File: src/vsid_pkg.sv
// vsid_pkg: register map, field layout, reset values and codes for the slave image decoder
// assumes: 32-bit aligned register words reached over axi4-lite, one clock domain
`default_nettype none
package vsid_pkg;
	// --------------------------------------------------------
	// register offsets (byte addresses)
	// --------------------------------------------------------
	localparam logic [11:0] OFS_CSR      = 12'hf00;
	localparam logic [11:0] OFS_STAT     = 12'hf04;
	localparam logic [11:0] OFS_I5_CTL   = 12'hfa4;
	localparam logic [11:0] OFS_I5_BASE  = 12'hfa8;
	localparam logic [11:0] OFS_I5_BOUND = 12'hfac;
	localparam logic [11:0] OFS_I5_XOFS  = 12'hfb0;
	localparam logic [11:0] OFS_I6_CTL   = 12'hfb8;
	localparam logic [11:0] OFS_I6_BASE  = 12'hfbc;
	localparam logic [11:0] OFS_I6_BOUND = 12'hfc0;
	localparam logic [11:0] OFS_I6_XOFS  = 12'hfc4;
	// --------------------------------------------------------
	// control word field positions
	// --------------------------------------------------------
	localparam int CTL_EN     = 31;
	localparam int CTL_POST   = 30;
	localparam int CTL_PREF   = 29;
	localparam int CTL_CLS_LO = 22;
	localparam int CTL_SUP_LO = 20;
	localparam int CTL_SPC_LO = 16;
	localparam int CTL_WIDE   = 7;
	localparam int CTL_LOCK   = 6;
	localparam int CTL_PSP_LO = 0;
	localparam int CSR_MST    = 2;
	localparam int WIN_LO     = 16;
	// --------------------------------------------------------
	// reset values and writable masks
	// --------------------------------------------------------
	localparam logic [31:0] RST_CTL  = 32'h00f00000;
	localparam logic [31:0] RST_WIN  = 32'h00000000;
	localparam logic [31:0] RST_CSR  = 32'h00000000;
	localparam logic [31:0] MASK_CTL = 32'he0f700c3;
	localparam logic [31:0] MASK_WIN = 32'hffff0000;
	localparam logic [31:0] MASK_CSR = 32'h00000004;
	localparam logic [1:0]  RESP_OK  = 2'h0;
	localparam logic [1:0]  RESP_ERR = 2'h2;
	// --------------------------------------------------------
	// codes
	// --------------------------------------------------------
	typedef enum logic [2:0] {VS_A24 = 3'h1, VS_A32 = 3'h2, VS_USER1 = 3'h6, VS_USER2 = 3'h7} vsid_vspace_e;
	typedef enum logic [1:0] {PS_MEM = 2'h0, PS_IO = 2'h1, PS_CFG = 2'h2, PS_RSV = 2'h3} vsid_pspace_e;
	typedef enum logic {LK_IDLE = 1'b0, LK_HELD = 1'b1} vsid_lock_e;
endpackage : vsid_pkg
`default_nettype wire

File: src/vsid_img_if.sv
// vsid_img_if: one slave image's settings, from the register file to its decoder
// assumes: the register file drives every field, the decoder only reads them
`default_nettype none
interface vsid_img_if;
	logic        en;
	logic        posted_write_on;
	logic        prefetch_read_on;
	logic [1:0]  program_data_class;
	logic [1:0]  sup;
	logic [2:0]  vme_space_select;
	logic        wide;
	logic        lock;
	logic [1:0]  pci_space_select;
	logic [15:0] base;
	logic [15:0] bound;
	logic [15:0] xofs;
	modport cfg (output en, posted_write_on, prefetch_read_on, program_data_class, sup, vme_space_select, wide,
		lock, pci_space_select, base, bound, xofs);
	modport dec (input en, posted_write_on, prefetch_read_on, program_data_class, sup, vme_space_select, wide,
		lock, pci_space_select, base, bound, xofs);
endinterface : vsid_img_if
`default_nettype wire

File: src/vsid_image_match.sv
// vsid_image_match: combinational claim decision and address translation for one image
// assumes: cycle inputs are stable and on the same clock as the register file
`default_nettype none
module vsid_image_match
	import vsid_pkg::*;
(
	vsid_img_if.dec           img,
	input  wire logic         bus_master_on,
	input  wire logic [31:0]  vme_addr,
	input  wire logic [2:0]   vme_space,
	input  wire logic         vme_program,
	input  wire logic         vme_super,
	output logic              hit,
	output logic [31:0]       dest_addr
);
	// --------------------------------------------------------
	// class, space and window checks
	// --------------------------------------------------------
	logic class_ok, priv_ok, space_ok, above_base, below_bound;
	assign class_ok    = vme_program ? img.program_data_class[1] : img.program_data_class[0];
	assign priv_ok     = vme_super ? img.sup[1] : img.sup[0];
	// reserved space codes never equal a valid one, so they never decode
	assign space_ok    = (img.vme_space_select == vme_space)
		&& (img.vme_space_select inside {VS_A24, VS_A32, VS_USER1, VS_USER2});
	assign above_base  = vme_addr[31:WIN_LO] >= img.base;
	assign below_bound = (img.bound == 16'h0000) || (vme_addr[31:WIN_LO] < img.bound);
	// reserved pci space is never forwarded
	assign hit = img.en && bus_master_on && class_ok && priv_ok && space_ok && above_base && below_bound
		&& (img.pci_space_select != PS_RSV);
	// modular add: a two's complement offset subtracts
	assign dest_addr = {vme_addr[31:WIN_LO] + img.xofs, vme_addr[WIN_LO-1:0]};
endmodule : vsid_image_match
`default_nettype wire

File: src/vsid_fwd_reg.sv
// vsid_fwd_reg: output register stage for the forwarded pci request
// assumes: load is a one-cycle pulse on the same clock
`default_nettype none
module vsid_fwd_reg
	import vsid_pkg::*;
(
	input  wire logic        aclk,
	input  wire logic        aresetn,
	input  wire logic        ce,
	input  wire logic        load,
	input  wire logic [31:0] in_addr,
	input  wire logic [1:0]  in_space,
	input  wire logic [3:0]  in_flags,
	input  wire logic [1:0]  in_image,
	output logic             fwd_valid,
	output logic [31:0]      fwd_addr,
	output logic [1:0]       fwd_space,
	output logic [3:0]       fwd_flags,
	output logic [1:0]       fwd_image
);
	// valid pulses one cycle, payload holds until the next claim
	always_ff @(posedge aclk) begin
		if (!aresetn) begin
			fwd_valid <= 1'b0;
			fwd_addr  <= 32'h00000000;
			fwd_space <= 2'h0;
			fwd_flags <= 4'h0;
			fwd_image <= 2'h0;
		end else if (ce) begin
			fwd_valid <= load;
			if (load) begin
				fwd_addr  <= in_addr;
				fwd_space <= in_space;
				fwd_flags <= in_flags;
				fwd_image <= in_image;
			end
		end
	end
endmodule : vsid_fwd_reg
`default_nettype wire

File: src/vsid_slave_decode.sv
// vsid_slave_decode: two backplane slave images forwarding cycles to the local pci side
// assumes: an axi4-lite master on aclk, and cycle requests from logic on the same clock
//
// Chosen here: the AXI4-Lite interface to the registers.
`default_nettype none
// What this block does
// - program/data class must match image field
// - privilege class must match image field
// - three-bit space field picks decoded space
// - two-bit field picks forwarded pci space
// - wide pci only when its bit set
// - lock pci during rmw when enabled
// - only memory-space writes are posted
// - post/prefetch ignored outside memory space
// - no response without bus-master enable
// - claim base up to below bound
// - zero bound means no upper limit
// - destination is source plus offset
// - windows use bits 31:16, 64k granularity
// - control fields in bits 31-16, 07-00
// - image control words at fixed offsets
module vsid_slave_decode
	import vsid_pkg::*;
(
	input  wire logic        aclk,
	input  wire logic        aresetn,
	input  wire logic        ce,
	input  wire logic [11:0] s_axi_awaddr,
	input  wire logic        s_axi_awvalid,
	output logic             s_axi_awready,
	input  wire logic [31:0] s_axi_wdata,
	input  wire logic [3:0]  s_axi_wstrb,
	input  wire logic        s_axi_wvalid,
	output logic             s_axi_wready,
	output logic [1:0]       s_axi_bresp,
	output logic             s_axi_bvalid,
	input  wire logic        s_axi_bready,
	input  wire logic [11:0] s_axi_araddr,
	input  wire logic        s_axi_arvalid,
	output logic             s_axi_arready,
	output logic [31:0]      s_axi_rdata,
	output logic [1:0]       s_axi_rresp,
	output logic             s_axi_rvalid,
	input  wire logic        s_axi_rready,
	input  wire logic        vme_valid,
	input  wire logic [31:0] vme_addr,
	input  wire logic [2:0]  vme_space,
	input  wire logic        vme_program,
	input  wire logic        vme_super,
	input  wire logic        vme_write,
	input  wire logic        vme_rmw,
	input  wire logic        vme_rmw_end,
	output logic             fwd_valid,
	output logic [31:0]      fwd_addr,
	output logic [1:0]       fwd_space,
	output logic             fwd_write,
	output logic             fwd_posted,
	output logic             fwd_prefetch,
	output logic             fwd_wide,
	output logic [1:0]       fwd_image,
	output logic             vme_ignored,
	output logic             pci_lock
);
	// --------------------------------------------------------
	// register index decode
	// --------------------------------------------------------
	// index 0 is unmapped; 3+4*i+k is image i, word k (ctl, base, bound, offset)
	function automatic logic [3:0] reg_idx(input logic [11:0] a);
		case (a)
			OFS_CSR:      reg_idx = 4'h1;
			OFS_STAT:     reg_idx = 4'h2;
			OFS_I5_CTL:   reg_idx = 4'h3;
			OFS_I5_BASE:  reg_idx = 4'h4;
			OFS_I5_BOUND: reg_idx = 4'h5;
			OFS_I5_XOFS:  reg_idx = 4'h6;
			OFS_I6_CTL:   reg_idx = 4'h7;
			OFS_I6_BASE:  reg_idx = 4'h8;
			OFS_I6_BOUND: reg_idx = 4'h9;
			OFS_I6_XOFS:  reg_idx = 4'ha;
			default:      reg_idx = 4'h0;
		endcase
	endfunction : reg_idx

	// byte-lane merge, reserved bits forced to zero
	function automatic logic [31:0] merge(input logic [31:0] old, input logic [31:0] d,
		input logic [3:0] strb, input logic [31:0] mask);
		logic [31:0] m;
		m = {{8{strb[3]}}, {8{strb[2]}}, {8{strb[1]}}, {8{strb[0]}}};
		merge = ((old & ~m) | (d & m)) & mask;
	endfunction : merge

	// --------------------------------------------------------
	// axi4-lite write channel
	// --------------------------------------------------------
	logic        aw_held, w_held;
	logic [11:0] aw_addr_q;
	logic [31:0] w_data_q;
	logic [3:0]  w_strb_q;
	logic        do_write, next_aw_held, next_w_held, next_bvalid;
	logic [3:0]  widx;

	// address and data are taken in either order; the write happens once both are held
	assign do_write     = aw_held && w_held && !s_axi_bvalid;
	assign next_aw_held = do_write ? 1'b0 : (aw_held || (s_axi_awvalid && s_axi_awready));
	assign next_w_held  = do_write ? 1'b0 : (w_held || (s_axi_wvalid && s_axi_wready));
	assign next_bvalid  = do_write || (s_axi_bvalid && !s_axi_bready);
	assign widx         = reg_idx(aw_addr_q);

	always_ff @(posedge aclk) begin
		if (!aresetn) begin
			aw_held <= 1'b0;
			w_held  <= 1'b0;
			aw_addr_q <= 12'h000;
			w_data_q  <= 32'h00000000;
			w_strb_q  <= 4'h0;
			s_axi_awready <= 1'b0;
			s_axi_wready  <= 1'b0;
			s_axi_bvalid  <= 1'b0;
			s_axi_bresp   <= RESP_OK;
		end else if (ce) begin
			aw_held <= next_aw_held;
			w_held  <= next_w_held;
			if (s_axi_awvalid && s_axi_awready) aw_addr_q <= s_axi_awaddr;
			if (s_axi_wvalid && s_axi_wready) begin
				w_data_q <= s_axi_wdata;
				w_strb_q <= s_axi_wstrb;
			end
			s_axi_awready <= !next_aw_held && !next_bvalid;
			s_axi_wready  <= !next_w_held && !next_bvalid;
			s_axi_bvalid  <= next_bvalid;
			if (do_write) s_axi_bresp <= (widx == 4'h0) ? RESP_ERR : RESP_OK;
		end
	end

	// --------------------------------------------------------
	// register file
	// --------------------------------------------------------
	logic [31:0] csr;
	logic [31:0] ctl [2];
	logic [31:0] base [2];
	logic [31:0] bound [2];
	logic [31:0] xofs [2];
	logic [31:0] rd_bank [11];
	logic        bus_master_on;
	logic [1:0]  hit;
	logic [31:0] dest [2];
	vsid_img_if  img [2] ();

	// pci command bit that gates every image
	always_ff @(posedge aclk) begin
		if (!aresetn) csr <= RST_CSR;
		else if (ce && do_write && widx == 4'h1) csr <= merge(csr, w_data_q, w_strb_q, MASK_CSR);
	end
	// only the bus-master bit stores; the rest of the command word reads zero
	assign bus_master_on = csr[CSR_MST];

	generate
		for (genvar i = 0; i < 2; i++) begin : g_img
			localparam logic [3:0] IX = 4'(3 + 4 * i);
			// reserved bits never store, so they read back as zero
			always_ff @(posedge aclk) begin
				if (!aresetn) begin
					ctl[i]   <= RST_CTL;
					base[i]  <= RST_WIN;
					bound[i] <= RST_WIN;
					xofs[i]  <= RST_WIN;
				end else if (ce && do_write) begin
					if (widx == IX) ctl[i] <= merge(ctl[i], w_data_q, w_strb_q, MASK_CTL);
					if (widx == IX + 4'h1) base[i] <= merge(base[i], w_data_q, w_strb_q, MASK_WIN);
					if (widx == IX + 4'h2) bound[i] <= merge(bound[i], w_data_q, w_strb_q, MASK_WIN);
					if (widx == IX + 4'h3) xofs[i] <= merge(xofs[i], w_data_q, w_strb_q, MASK_WIN);
				end
			end
			// field unpacking into the image carrier
			assign img[i].en    = ctl[i][CTL_EN];
			assign img[i].posted_write_on    = ctl[i][CTL_POST];
			assign img[i].prefetch_read_on   = ctl[i][CTL_PREF];
			assign img[i].program_data_class = ctl[i][CTL_CLS_LO +: 2];
			assign img[i].sup                = ctl[i][CTL_SUP_LO +: 2];
			assign img[i].vme_space_select   = ctl[i][CTL_SPC_LO +: 3];
			assign img[i].wide               = ctl[i][CTL_WIDE];
			assign img[i].lock               = ctl[i][CTL_LOCK];
			assign img[i].pci_space_select   = ctl[i][CTL_PSP_LO +: 2];
			assign img[i].base  = base[i][31:WIN_LO];
			assign img[i].bound = bound[i][31:WIN_LO];
			assign img[i].xofs  = xofs[i][31:WIN_LO];
			assign rd_bank[IX]        = ctl[i];
			assign rd_bank[IX + 4'h1] = base[i];
			assign rd_bank[IX + 4'h2] = bound[i];
			assign rd_bank[IX + 4'h3] = xofs[i];
			vsid_image_match u_match (
				.img         (img[i]),
				.bus_master_on (bus_master_on),
				.vme_addr    (vme_addr),
				.vme_space   (vme_space),
				.vme_program (vme_program),
				.vme_super   (vme_super),
				.hit         (hit[i]),
				.dest_addr   (dest[i])
			);
		end
	endgenerate

	// --------------------------------------------------------
	// cycle claim and forwarding
	// --------------------------------------------------------
	logic        claim, sel, sel_mem, sel_wide, sel_lock, sel_post, sel_pref;
	logic [1:0]  sel_pspace;
	logic [3:0]  sel_flags;
	logic [15:0] claim_cnt;
	vsid_lock_e  lock_st, next_lock_st;

	// image 5 wins when both windows overlap
	assign claim     = vme_valid && (hit != 2'b00);
	assign sel       = !hit[0];
	assign sel_pspace = ctl[sel][CTL_PSP_LO +: 2];
	assign sel_mem    = sel_pspace == PS_MEM;
	assign sel_wide   = ctl[sel][CTL_WIDE];
	assign sel_lock   = ctl[sel][CTL_LOCK];
	assign sel_post   = ctl[sel][CTL_POST] && sel_mem;
	assign sel_pref   = ctl[sel][CTL_PREF] && sel_mem;
	// flags: write, posted, prefetch, wide
	assign sel_flags  = {vme_write, vme_write && sel_post, !vme_write && sel_pref, sel_wide};

	vsid_fwd_reg u_fwd (
		.aclk      (aclk),
		.aresetn   (aresetn),
		.ce        (ce),
		.load      (claim),
		.in_addr   (dest[sel]),
		.in_space  (sel_pspace),
		.in_flags  (sel_flags),
		.in_image  (sel ? 2'b10 : 2'b01),
		.fwd_valid (fwd_valid),
		.fwd_addr  (fwd_addr),
		.fwd_space (fwd_space),
		.fwd_flags ({fwd_write, fwd_posted, fwd_prefetch, fwd_wide}),
		.fwd_image (fwd_image)
	);

	// lock is held from the claimed rmw until its end pulse
	always_comb begin
		case (lock_st)
			LK_IDLE: next_lock_st = (claim && vme_rmw && sel_lock) ? LK_HELD : LK_IDLE;
			LK_HELD: next_lock_st = vme_rmw_end ? LK_IDLE : LK_HELD;
			default: next_lock_st = LK_IDLE;
		endcase
	end

	always_ff @(posedge aclk) begin
		if (!aresetn) begin
			lock_st     <= LK_IDLE;
			pci_lock    <= 1'b0;
			vme_ignored <= 1'b0;
			claim_cnt   <= 16'h0000;
		end else if (ce) begin
			lock_st     <= next_lock_st;
			pci_lock    <= next_lock_st == LK_HELD;
			vme_ignored <= vme_valid && !claim;
			if (claim) claim_cnt <= claim_cnt + 16'h0001;
		end
	end

	// --------------------------------------------------------
	// axi4-lite read channel
	// --------------------------------------------------------
	logic       next_rvalid;
	logic [3:0] ridx;
	assign rd_bank[0]  = 32'h00000000;
	assign rd_bank[1]  = csr;
	assign rd_bank[2]  = {claim_cnt, 13'h0000, pci_lock, fwd_image};
	assign ridx        = reg_idx(s_axi_araddr);
	assign next_rvalid = (s_axi_arvalid && s_axi_arready) || (s_axi_rvalid && !s_axi_rready);

	always_ff @(posedge aclk) begin
		if (!aresetn) begin
			s_axi_arready <= 1'b0;
			s_axi_rvalid  <= 1'b0;
			s_axi_rdata   <= 32'h00000000;
			s_axi_rresp   <= RESP_OK;
		end else if (ce) begin
			s_axi_arready <= !next_rvalid;
			s_axi_rvalid  <= next_rvalid;
			if (s_axi_arvalid && s_axi_arready) begin
				s_axi_rdata <= rd_bank[ridx];
				s_axi_rresp <= (ridx == 4'h0) ? RESP_ERR : RESP_OK;
			end
		end
	end
endmodule : vsid_slave_decode
`default_nettype wire

File: config.mk
export PLATFORM = sky130hd
export DESIGN_NAME = vsid_slave_decode
export DESIGN_NICKNAME = d
export VERILOG_FILES = /design/src/vsid_pkg.sv /design/src/vsid_img_if.sv /design/src/vsid_image_match.sv /design/src/vsid_fwd_reg.sv /design/src/vsid_slave_decode.sv
export SDC_FILE = /design/constraint.sdc
export NUM_CORES = 1
export LEC_CHECK = 0
export BUFFER_PORTS_ARGS = -buffer_cell sky130_fd_sc_hd__clkbuf_2
export CAP_MARGIN = 15
export CORE_MARGIN = 2
export CORE_UTILIZATION = 66
export CTS_BUF_LIST = sky130_fd_sc_hd__clkbuf_4
export CTS_CLUSTER_SIZE = 20
export DETAILED_ROUTE_END_ITERATION = 8
export PLACE_DENSITY = 0.89
export SLEW_MARGIN = 20
export SYNTH_ARGS = -nofsm -noshare
export SYNTH_HDL_FRONTEND = slang
export SYNTH_HIERARCHICAL = 1
export SYNTH_SLANG_ARGS = --single-unit
File: constraint.sdc
create_clock -name aclk -period 8.3 [get_ports aclk]
set_clock_uncertainty 0.15 [all_clocks]
set_input_delay 1.66 -clock aclk [delete_from_list [all_inputs] [get_ports aclk]]
set_output_delay 1.66 -clock aclk [all_outputs]
set_load 0.005 [all_outputs]
==> results.sh, run 1 <==
export IMPL_wl_met1_mm=18.5
export IMPL_yosys_register_bits=250
export IMPL_initial_utilization_pct=66.8
export IMPL_tightest_slew_ns=1.02
export IMPL_p_int_w=0.00211
export IMPL_drtIter0Drc=1707
export IMPL_drtPass1Iterations=8
export IMPL_fmax_mhz=181
export IMPL_avgSynthCellArea_um2=9.06
export IMPL_most_common_layout_cells="nand2_1, a21oi_1, clkbuf_2"
export IMPL_grt_pass1_vias=13732
export IMPL_slew_viol_final=0
export IMPL_routabilityCongestion=0.969
export IMPL_endpoint_kind="flop"
export IMPL_setup_viol=0
export IMPL_crit_family="compound AO/OA/AOI/OAI gates"
export IMPL_die_h_um=160
export IMPL_die_width_um=160
export IMPL_via_count=14533
export IMPL_status="finished clean"
export IMPL_cts_sinks=250
export IMPL_syn_inst=1777
export IMPL_start_kind="primary input"
export IMPL_synth_cell_types=85
export IMPL_power_density_nw_per_um2=165
export IMPL_met2_length_mm=21.7
export IMPL_grtUsageTotal_pct=35.7
export IMPL_grt_pass1_wl_mm=72.2
export IMPL_critPathMaxFanout=15
export IMPL_synthSimpleGateAreaFrac_pct=19.3
export IMPL_p_seq_share_pct=46.9
export IMPL_final_antenna_net_count=0
export IMPL_fin_setup_tns_ns=0
export IMPL_io_buffer_count=167
export IMPL_cts_resized=0
export IMPL_final_min_clock_period_ns=5.53
export IMPL_wl_per_cell_um=20.5
export IMPL_synth_main_ff_cell="dfxtp_1"
export IMPL_worstPathCellList="clkbuf_2 > inv_1 > ha_1 > nor2b_1 > o21ai_0 > a21oi_1 > o311ai_0 > a2111oi_0 > a2111oi_2 > buf_4 > o211a_1 > nand4_1 > nor3_1 > nand3_1 > xor2_1 > nor2_1"
export IMPL_finalPower_w=0.00291
export IMPL_crit_buf_inv=3
export IMPL_drive_gt1_share_pct=21.6
export IMPL_synth_top_family_by_area="simple AND/OR/NAND/NOR gates"
export IMPL_cts_made_buffers=68
export IMPL_area_growth_pct=9.86
export IMPL_wl_mm=46.9
export IMPL_p_sw_w=0.000798
export IMPL_slowest_stage="o311ai_0"
export IMPL_core_region_area_um2=24100
export IMPL_layout_nets=2115
export IMPL_synth_mux_area_fraction_pct=5.89
export IMPL_finalHoldViolations=0
export IMPL_root_buffer="clkbuf_4"
export IMPL_grt_max_degree=115
export IMPL_synth_area_um2=16100
export IMPL_antenna_found_initial=1
export IMPL_synth_warnings=6
export IMPL_p_clk_share_pct=40.4
export IMPL_met3_length_mm=4.11
export IMPL_synth_edf_count=124
export IMPL_final_common_cell="nand2_1"
export IMPL_topRoutingLayerUsed="met4"
export IMPL_hold_class="reg2reg"
export IMPL_cts_tree="done"
export IMPL_crit_arrival_ns=5.94
export IMPL_p_sw_share_pct=27.4
export IMPL_synthAdderAreaFrac_pct=7.48
export IMPL_num_io_pins=193
export IMPL_h_tree_depth=3
export IMPL_num_rows=57
export IMPL_drv_cap=0
export IMPL_drc=0
export IMPL_ys_seq_area_share_pct=38.8
export IMPL_combPwrFrac_pct=12.7
export IMPL_rsz0062_at_grt="false"
export IMPL_r2r_slack_ns=3.61
export IMPL_grt_overflow_total=0
export IMPL_max_stage_delay_ns=0.48
export IMPL_vias_per_cell=6.35
export IMPL_synth_compound_area_share_pct=19.0
export IMPL_clockBufferDepth=3
export IMPL_crit_type="in2reg"
export IMPL_asyncSetResetFlopFracSynth_pct=0
export IMPL_die_area_um2=25700
export IMPL_path_clk_slew_ns=0.07
export IMPL_cts_setup_buffers=0
export IMPL_ir_drop_v=0.000128
export IMPL_cp_required_ns=8.70
export IMPL_place_hpwl_mm=34.3
export IMPL_slew_headroom_pct=31.5
export IMPL_ctsHoldBuffers=0
export IMPL_finalCritPeriodShare_pct=66.7
export IMPL_synth_xor_xnor_area_share_pct=2.18
export IMPL_p_leak_nw=7.05
export IMPL_clk_latency_ns=0.70
[kinds of logic after synthesis]
logic type      after synthesis
simple gates                593
compound gates              470
flops                       250
buf+inv                     238
fa+ha+maj                    95
mux                          90
xor+xnor                     40
other cells                   1
[per-layer routing]
layer | up-vias | track usage [%]
met2 | 826 | 57.6
met4 | 0 | 19.4
met1 | 6861 | 46.1
li1 | 6677 | -
met3 | 169 | 5.95
met5 | - | 0
[synth_stat cells, types with 29 or more instances]
| master | count | area, um^2 |
|---|---|---|
| nand2_1 | 214 | 803 |
| a21oi_1 | 195 | 976 |
| nand2b_1 | 133 | 832 |
| dfxtp_1 | 126 | 2520 |
| edfxtp_1 | 124 | 3720 |
| inv_1 | 102 | 383 |
| ha_1 | 93 | 1160 |
| o21ai_0 | 77 | 385 |
| nor2_1 | 63 | 236 |
| clkbuf_1 | 55 | 206 |
| nand4_1 | 54 | 338 |
| mux2i_1 | 52 | 521 |
| buf_4 | 45 | 338 |
| o21ai_2 | 42 | 368 |
| mux2_2 | 38 | 428 |
| nand3_1 | 29 | 145 |
| xnor2_1 | 29 | 254 |
[area by class of cell]
class / count / area [um^2]
diodes: 1 / 2.50
clock buffers: 110 / 826
inverters: 104 / 390
flip-flops and latches: 250 / 6250
repair buffers: 186 / 985
multi-input cells: 1301 / 8740
clock inverters: 12 / 87.6
well taps: 324 / 405
fillers: 1812 / 6420
[per-stage QoR]
stage               std cells  setup slack [ns]  cell area [um^2]  util, %  hold slack [ns]
floorplan                1789              3.19             16100        -            0.281
global placement         2165              2.39             16800     69.5            0.291
detailed placement       2165              2.35             16800     69.5            0.297
CTS                      2287              3.00             17700     73.3            0.307
global route             2288              2.62             17700     73.4            0.324
finish                   2288              2.77             17700     73.4            0.304
[power by group through the flow]
stage | clock [W] | combinational, W | sequential [W]
after global routing | 0.00124 | 0.000407 | 0.00137
after detailed placement | 0 | 0.000361 | 0.00139
final | 0.00118 | 0.000371 | 0.00137
after floorplan | 0 | 0.000270 | 0.00137
after global placement | 0 | 0.000347 | 0.00139
after CTS | 0.00118 | 0.000364 | 0.00136
[registers in the layout (all words and copies together), names as in the netlist, 2 cells and up]
register / flops
ctl: 28
w_strb_q: 3
aw_addr_q: 12
w_data_q: 21
bound: 32
u_fwd/fwd_addr: 32
base: 32
claim_cnt: 16
u_fwd/fwd_space: 2
u_fwd/fwd_flags: 4
u_fwd/fwd_image: 2
s_axi_rdata: 21
xofs: 32
[worst register-to-register path: stages (launching register included)]
cell	delay, ns
edfxtp_1	0.39
inv_1	0.06
ha_1	0.29
nand2_1	0.05
o21ai_0	0.31
a21oi_1	0.18
o311ai_0	0.48
a2111oi_0	0.28
a2111oi_2	0.33
buf_4	0.37
o211a_1	0.40
nand4_1	0.38
nor3_1	0.48
nand3_1	0.14
xor2_1	0.20
nor2_1	0.08
[path summary, 6_finish.rpt]
kind | startpoint | to | cells past startpoint
max | vme_addr[16] | claim_cnt[15]$_SDFFE_PN0P_ | 16
min | w_data_q[29]$_SDFFE_PN0P_ | w_data_q[29]$_SDFFE_PN0P_ | 2
max reg2reg | base[0][2]$_SDFFCE_PN0P_ | claim_cnt[15]$_SDFFE_PN0P_ | 15
min reg2reg | w_data_q[29]$_SDFFE_PN0P_ | w_data_q[29]$_SDFFE_PN0P_ | 2
Note: power is estimated with default switching activity, not from simulation.
==> inputs of run 2 (changes only) <==
CORE_UTILIZATION = 61   (was 66)
PLACE_DENSITY = 0.83   (was 0.89)
clock period = 5.65 ns   (was 8.3 ns; I/O delays follow)
==> results.sh, run 2 (synthesis gave the netlist of run 1 again) <==
export IMPL_status="finished clean"
export IMPL_drtPass1Iterations=6
export IMPL_crit_arrival_ns=4.96
export IMPL_crit_family="compound AO/OA/AOI/OAI gates"
export IMPL_clockBufferDepth=3
export IMPL_grt_pass1_vias=13493
export IMPL_r2r_slack_ns=1.31
export IMPL_core_region_area_um2=26000
export IMPL_wl_per_cell_um=20.2
export IMPL_max_stage_delay_ns=0.69
export IMPL_wl_mm=46.5
export IMPL_power_density_nw_per_um2=241
export IMPL_final_antenna_net_count=0
export IMPL_antenna_found_initial=2
export IMPL_crit_type="in2reg"
export IMPL_finalCritPeriodShare_pct=80.7
export IMPL_h_tree_depth=3
export IMPL_cts_made_buffers=69
export IMPL_worstPathCellList="clkbuf_2 > ha_1 > nand2_1 > o21ai_0 > a21oi_1 > o311ai_0 > a2111oi_0 > a2111oi_2 > buf_4 > o211a_1 > and3_1 > nor3b_1 > nand3_1 > xor2_1 > nor2_1"
export IMPL_layout_nets=2118
export IMPL_critPathMaxFanout=6
export IMPL_final_common_cell="nand2_1"
export IMPL_slew_viol_final=0
export IMPL_ir_drop_v=0.000175
export IMPL_cts_tree="done"
export IMPL_cp_required_ns=6.05
export IMPL_slowest_stage="a2111oi_2"
export IMPL_drtIter0Drc=1454
export IMPL_start_kind="primary input"
export IMPL_cts_resized=0
export IMPL_vias_per_cell=6.19
export IMPL_fin_setup_tns_ns=0
export IMPL_place_hpwl_mm=34.6
export IMPL_initial_utilization_pct=61.9
export IMPL_endpoint_kind="flop"
export IMPL_cts_setup_buffers=0
export IMPL_grt_overflow_total=0
export IMPL_path_clk_slew_ns=0.06
export IMPL_crit_buf_inv=2
export IMPL_die_width_um=166
export IMPL_setup_viol=0
export IMPL_num_rows=59
export IMPL_rsz0062_at_grt="false"
export IMPL_finalHoldViolations=0
export IMPL_routabilityCongestion=0.967
export IMPL_io_buffer_count=167
export IMPL_p_leak_nw=7.04
export IMPL_via_count=14265
export IMPL_grt_max_degree=71
export IMPL_die_area_um2=27700
export IMPL_final_core_util_pct=68.3
export IMPL_root_buffer="clkbuf_4"
export IMPL_tightest_slew_ns=1.19
export IMPL_grtUsageTotal_pct=32.7
export IMPL_hold_class="reg2reg"
export IMPL_drc=0
export IMPL_area_growth_pct=10.3
export IMPL_num_io_pins=193
export IMPL_final_min_clock_period_ns=4.56
export IMPL_drive_gt1_share_pct=21.8
export IMPL_slew_headroom_pct=20.5
export IMPL_drv_cap=0
export IMPL_die_h_um=166
export IMPL_ctsHoldBuffers=0
export IMPL_cts_sinks=250
export IMPL_grt_pass1_wl_mm=72.4
export IMPL_most_common_layout_cells="nand2_1, a21oi_1, clkbuf_2"
export IMPL_clk_latency_ns=0.70
export IMPL_fmax_mhz=219
[run 2: worst register-to-register path, stage by stage, from the launching register on]
cell	delay [ns]
edfxtp_1	0.43
ha_1	0.30
nor2b_1	0.04
o21ai_0	0.30
a21oi_1	0.18
o311ai_0	0.29
a2111oi_0	0.20
a2111oi_2	0.69
buf_4	0.26
o211a_1	0.29
and3_1	0.32
nor3b_1	0.40
nand3_1	0.15
xor2_1	0.15
nor2_1	0.05
[run 2: final cells by class]
| cell class | count | area (um^2) |
|---|---|---|
| antenna | 3 | 7.51 |
| clock buffer | 113 | 848 |
| clock inverter | 12 | 82.6 |
| fill | 2127 | 8230 |
| inverter | 104 | 390 |
| multi-input combinational | 1301 | 8760 |
| sequential | 250 | 6250 |
| tap | 335 | 419 |
| timing repair buffer | 188 | 996 |
[run 2: final timing paths]
check | start | to | cells after the start
worst max-delay path | vme_addr[18] | claim_cnt[14]$_SDFFE_PN0P_ | 15
worst min-delay path | w_data_q[25]$_SDFFE_PN0P_ | w_data_q[25]$_SDFFE_PN0P_ | 2
worst max register to register | base[0][0]$_SDFFCE_PN0P_ | claim_cnt[14]$_SDFFE_PN0P_ | 14
worst min register to register | w_data_q[25]$_SDFFE_PN0P_ | w_data_q[25]$_SDFFE_PN0P_ | 2
[run 2: per-stage QoR]
stage                     instances  total power (W)  hold WS [ns]  instance area (um^2)  setup slack, ns
after CTS                      2303          0.00429         0.305                 17700             1.20
after detailed placement       2178          0.00257         0.297                 16800            0.504
after floorplan                1789          0.00241         0.281                 16100             1.07
after global placement         2178          0.00255         0.294                 16800            0.566
final                          2306          0.00428         0.302                 17800             1.09
after global routing           2304          0.00445         0.322                 17700            0.882
[run 2: power by group]
group	total (W)	internal (W)	switching [W]
Sequential	0.00200	0.00195	0.0000538
Combinational	0.000543	0.000226	0.000316
Clock	0.00174	0.000948	0.000790
[run 2: layer usage]
metal	track usage, %	part of all wire, %
met1	42.2	40
met2	54.5	47
met3	6.92	9.5
met4	11.5	3.6
met5	0	0
==> inputs of run 3 (changes only) <==
clock period = 4.5 ns   (was 5.65 ns; I/O delays follow)
==> results.sh, run 3 (synthesis gave the netlist of run 1 again) <==
export IMPL_final_antenna_net_count=0
export IMPL_most_common_layout_cells="nand2_1, a21oi_1, clkbuf_2"
export IMPL_stdcell_count=2341
export IMPL_cts_setup_buffers=0
export IMPL_slew_viol_final=0
export IMPL_routabilityCongestion=0.954
export IMPL_fmax_mhz=241
export IMPL_crit_arrival_ns=4.59
export IMPL_cts_tree="done"
export IMPL_clockBufferDepth=3
export IMPL_via_count=14386
export IMPL_drive_gt1_share_pct=23.3
export IMPL_drtPass1Iterations=7
export IMPL_setup_viol=0
export IMPL_r2r_end="u_fwd/fwd_flags[1]$_SDFFE_PN0P_"
export IMPL_ctsHoldBuffers=0
export IMPL_initial_utilization_pct=61.9
export IMPL_num_rows=59
export IMPL_final_core_util_pct=69.6
export IMPL_cts_sinks=250
export IMPL_cp_required_ns=4.95
export IMPL_multi_input_area_um2=8740
export IMPL_layout_nets=2154
export IMPL_worstHoldStart="vme_rmw_end"
export IMPL_grt_pass1_vias=13885
export IMPL_clk_latency_ns=0.71
export IMPL_die_h_um=166
export IMPL_fill_cells=2089
export IMPL_endpoint_kind="flop"
export IMPL_power_density_nw_per_um2=302
export IMPL_place_hpwl_mm=35.3
export IMPL_core_region_area_um2=26000
export IMPL_final_area_um2=18100
export IMPL_slew_headroom_pct=32.1
export IMPL_start_kind="flop"
export IMPL_r2r_cells=16
export IMPL_wl_per_cell_um=20.2
export IMPL_io_buffer_count=167
export IMPL_area_growth_pct=12.3
export IMPL_ir_drop_v=0.000219
export IMPL_drc=0
export IMPL_status="finished clean"
export IMPL_drtIter0Drc=1275
export IMPL_cts_resized=0
export IMPL_grtUsageTotal_pct=33.7
export IMPL_grt_overflow_total=0
export IMPL_cts_made_buffers=70
export IMPL_critPathMaxFanout=6
export IMPL_drv_cap=0
export IMPL_post_dp_cell_area_um2=17100
export IMPL_vias_per_cell=6.15
export IMPL_r2r_slack_ns=0.36
export IMPL_die_width_um=166
export IMPL_grt_pass1_wl_mm=74.5
export IMPL_rsz0062_at_grt="false"
export IMPL_crit_type="reg2reg"
export IMPL_dp_cells=2213
export IMPL_final_common_cell="nand2_1"
export IMPL_antenna_found_initial=1
export IMPL_grt_max_degree=71
export IMPL_regArea_um2=6250
export IMPL_finalHoldViolations=0
export IMPL_die_area_um2=27700
export IMPL_root_buffer="clkbuf_4"
export IMPL_p_leak_nw=7.23
export IMPL_h_tree_depth=3
export IMPL_path_clk_slew_ns=0.07
export IMPL_finalCritPeriodShare_pct=92.1
export IMPL_min_path_cells=2
export IMPL_num_io_pins=193
export IMPL_r2r_start="base[0][2]$_SDFFCE_PN0P_"
export IMPL_final_min_clock_period_ns=4.14
export IMPL_hold_class="in2reg"
export IMPL_hold_path_end="pci_lock$_SDFFE_PN0P_"
export IMPL_wl_mm=47.3
export IMPL_tightest_slew_ns=1.02
==> run 3: cell types whose count changed in the layout (fill, tap and decap cells not counted), sizes merged <==
cell	previous run	this run
buf	22	57
diode	3	1
inv	105	107
clkinv	7	8
clkinvlp	3	2
==> run 3: layout make-up <==
cell class | instances | area share [%]
antenna | 1 | 0.0138
multi-input combinational | 1301 | 48.4
timing repair buffer | 223 | 7.31
clock buffer | 113 | 4.69
inverter | 104 | 2.16
tap | 335 | 2.32
clock inverter | 14 | 0.609
sequential | 250 | 34.5
==> run 3: per-stage QoR <==
stage               setup WS [ns]  power [W]  hold WS [ns]  setup TNS [ns]
floorplan                   0.152    0.00302         0.281               0
global placement          -0.0538    0.00321         0.292          -0.235
detailed placement         -0.109    0.00324         0.298          -0.422
CTS                         0.460    0.00546         0.204               0
global route                0.212    0.00567         0.194               0
finish                      0.356    0.00546         0.236               0
==> run 3: critical path, stage by stage (launching register included) <==
cell,delay (ns)
edfxtp_1,0.40
inv_1,0.07
ha_1,0.29
nand2_1,0.05
o21ai_0,0.32
a21oi_1,0.20
o311ai_0,0.29
a2111oi_0,0.18
buf_4,0.17
a2111oi_2,0.51
buf_4,0.22
buf_4,0.15
mux2_2,0.36
or2_2,0.31
nor3_1,0.19
nand4_1,0.14
o21ai_2,0.09
==> run 3: how the worst max path moves through the flow <==
stage                              from                               to  slack, ns  cells after the start
2_1_floorplan              vme_addr[16]       claim_cnt[15]$_SDFFE_PN0P_       0.15                     14
3_3_place_gp               vme_addr[16]       claim_cnt[14]$_SDFFE_PN0P_      -0.05                     18
3_5_place_dp               vme_addr[16]  u_fwd/fwd_flags[1]$_SDFFE_PN0P_      -0.11                     17
4_1_cts        base[0][2]$_SDFFCE_PN0P_  u_fwd/fwd_flags[1]$_SDFFE_PN0P_       0.46                     16
5_1_grt        base[0][2]$_SDFFCE_PN0P_  u_fwd/fwd_flags[1]$_SDFFE_PN0P_       0.21                     16
6_report       base[0][2]$_SDFFCE_PN0P_  u_fwd/fwd_flags[1]$_SDFFE_PN0P_       0.36                     16
==> run 3: report_power, final <==
group          internal [W]  total, W  switching (W)
clock network       0.00121   0.00225        0.00104
logic              0.000293  0.000697       0.000404
registers           0.00245   0.00251      0.0000679
total               0.00395   0.00546        0.00151
==> run 3: per-layer routing <==
metal	up-vias	part of all wire [%]	wire [um]	track usage, %
met4	0	4.3	2020	14.7
met2	732	46	21500	53.9
met3	128	9.0	4240	6.58
met5	-	0	0	0
li1	6743	-	-	-
met1	6783	41	19500	44.7
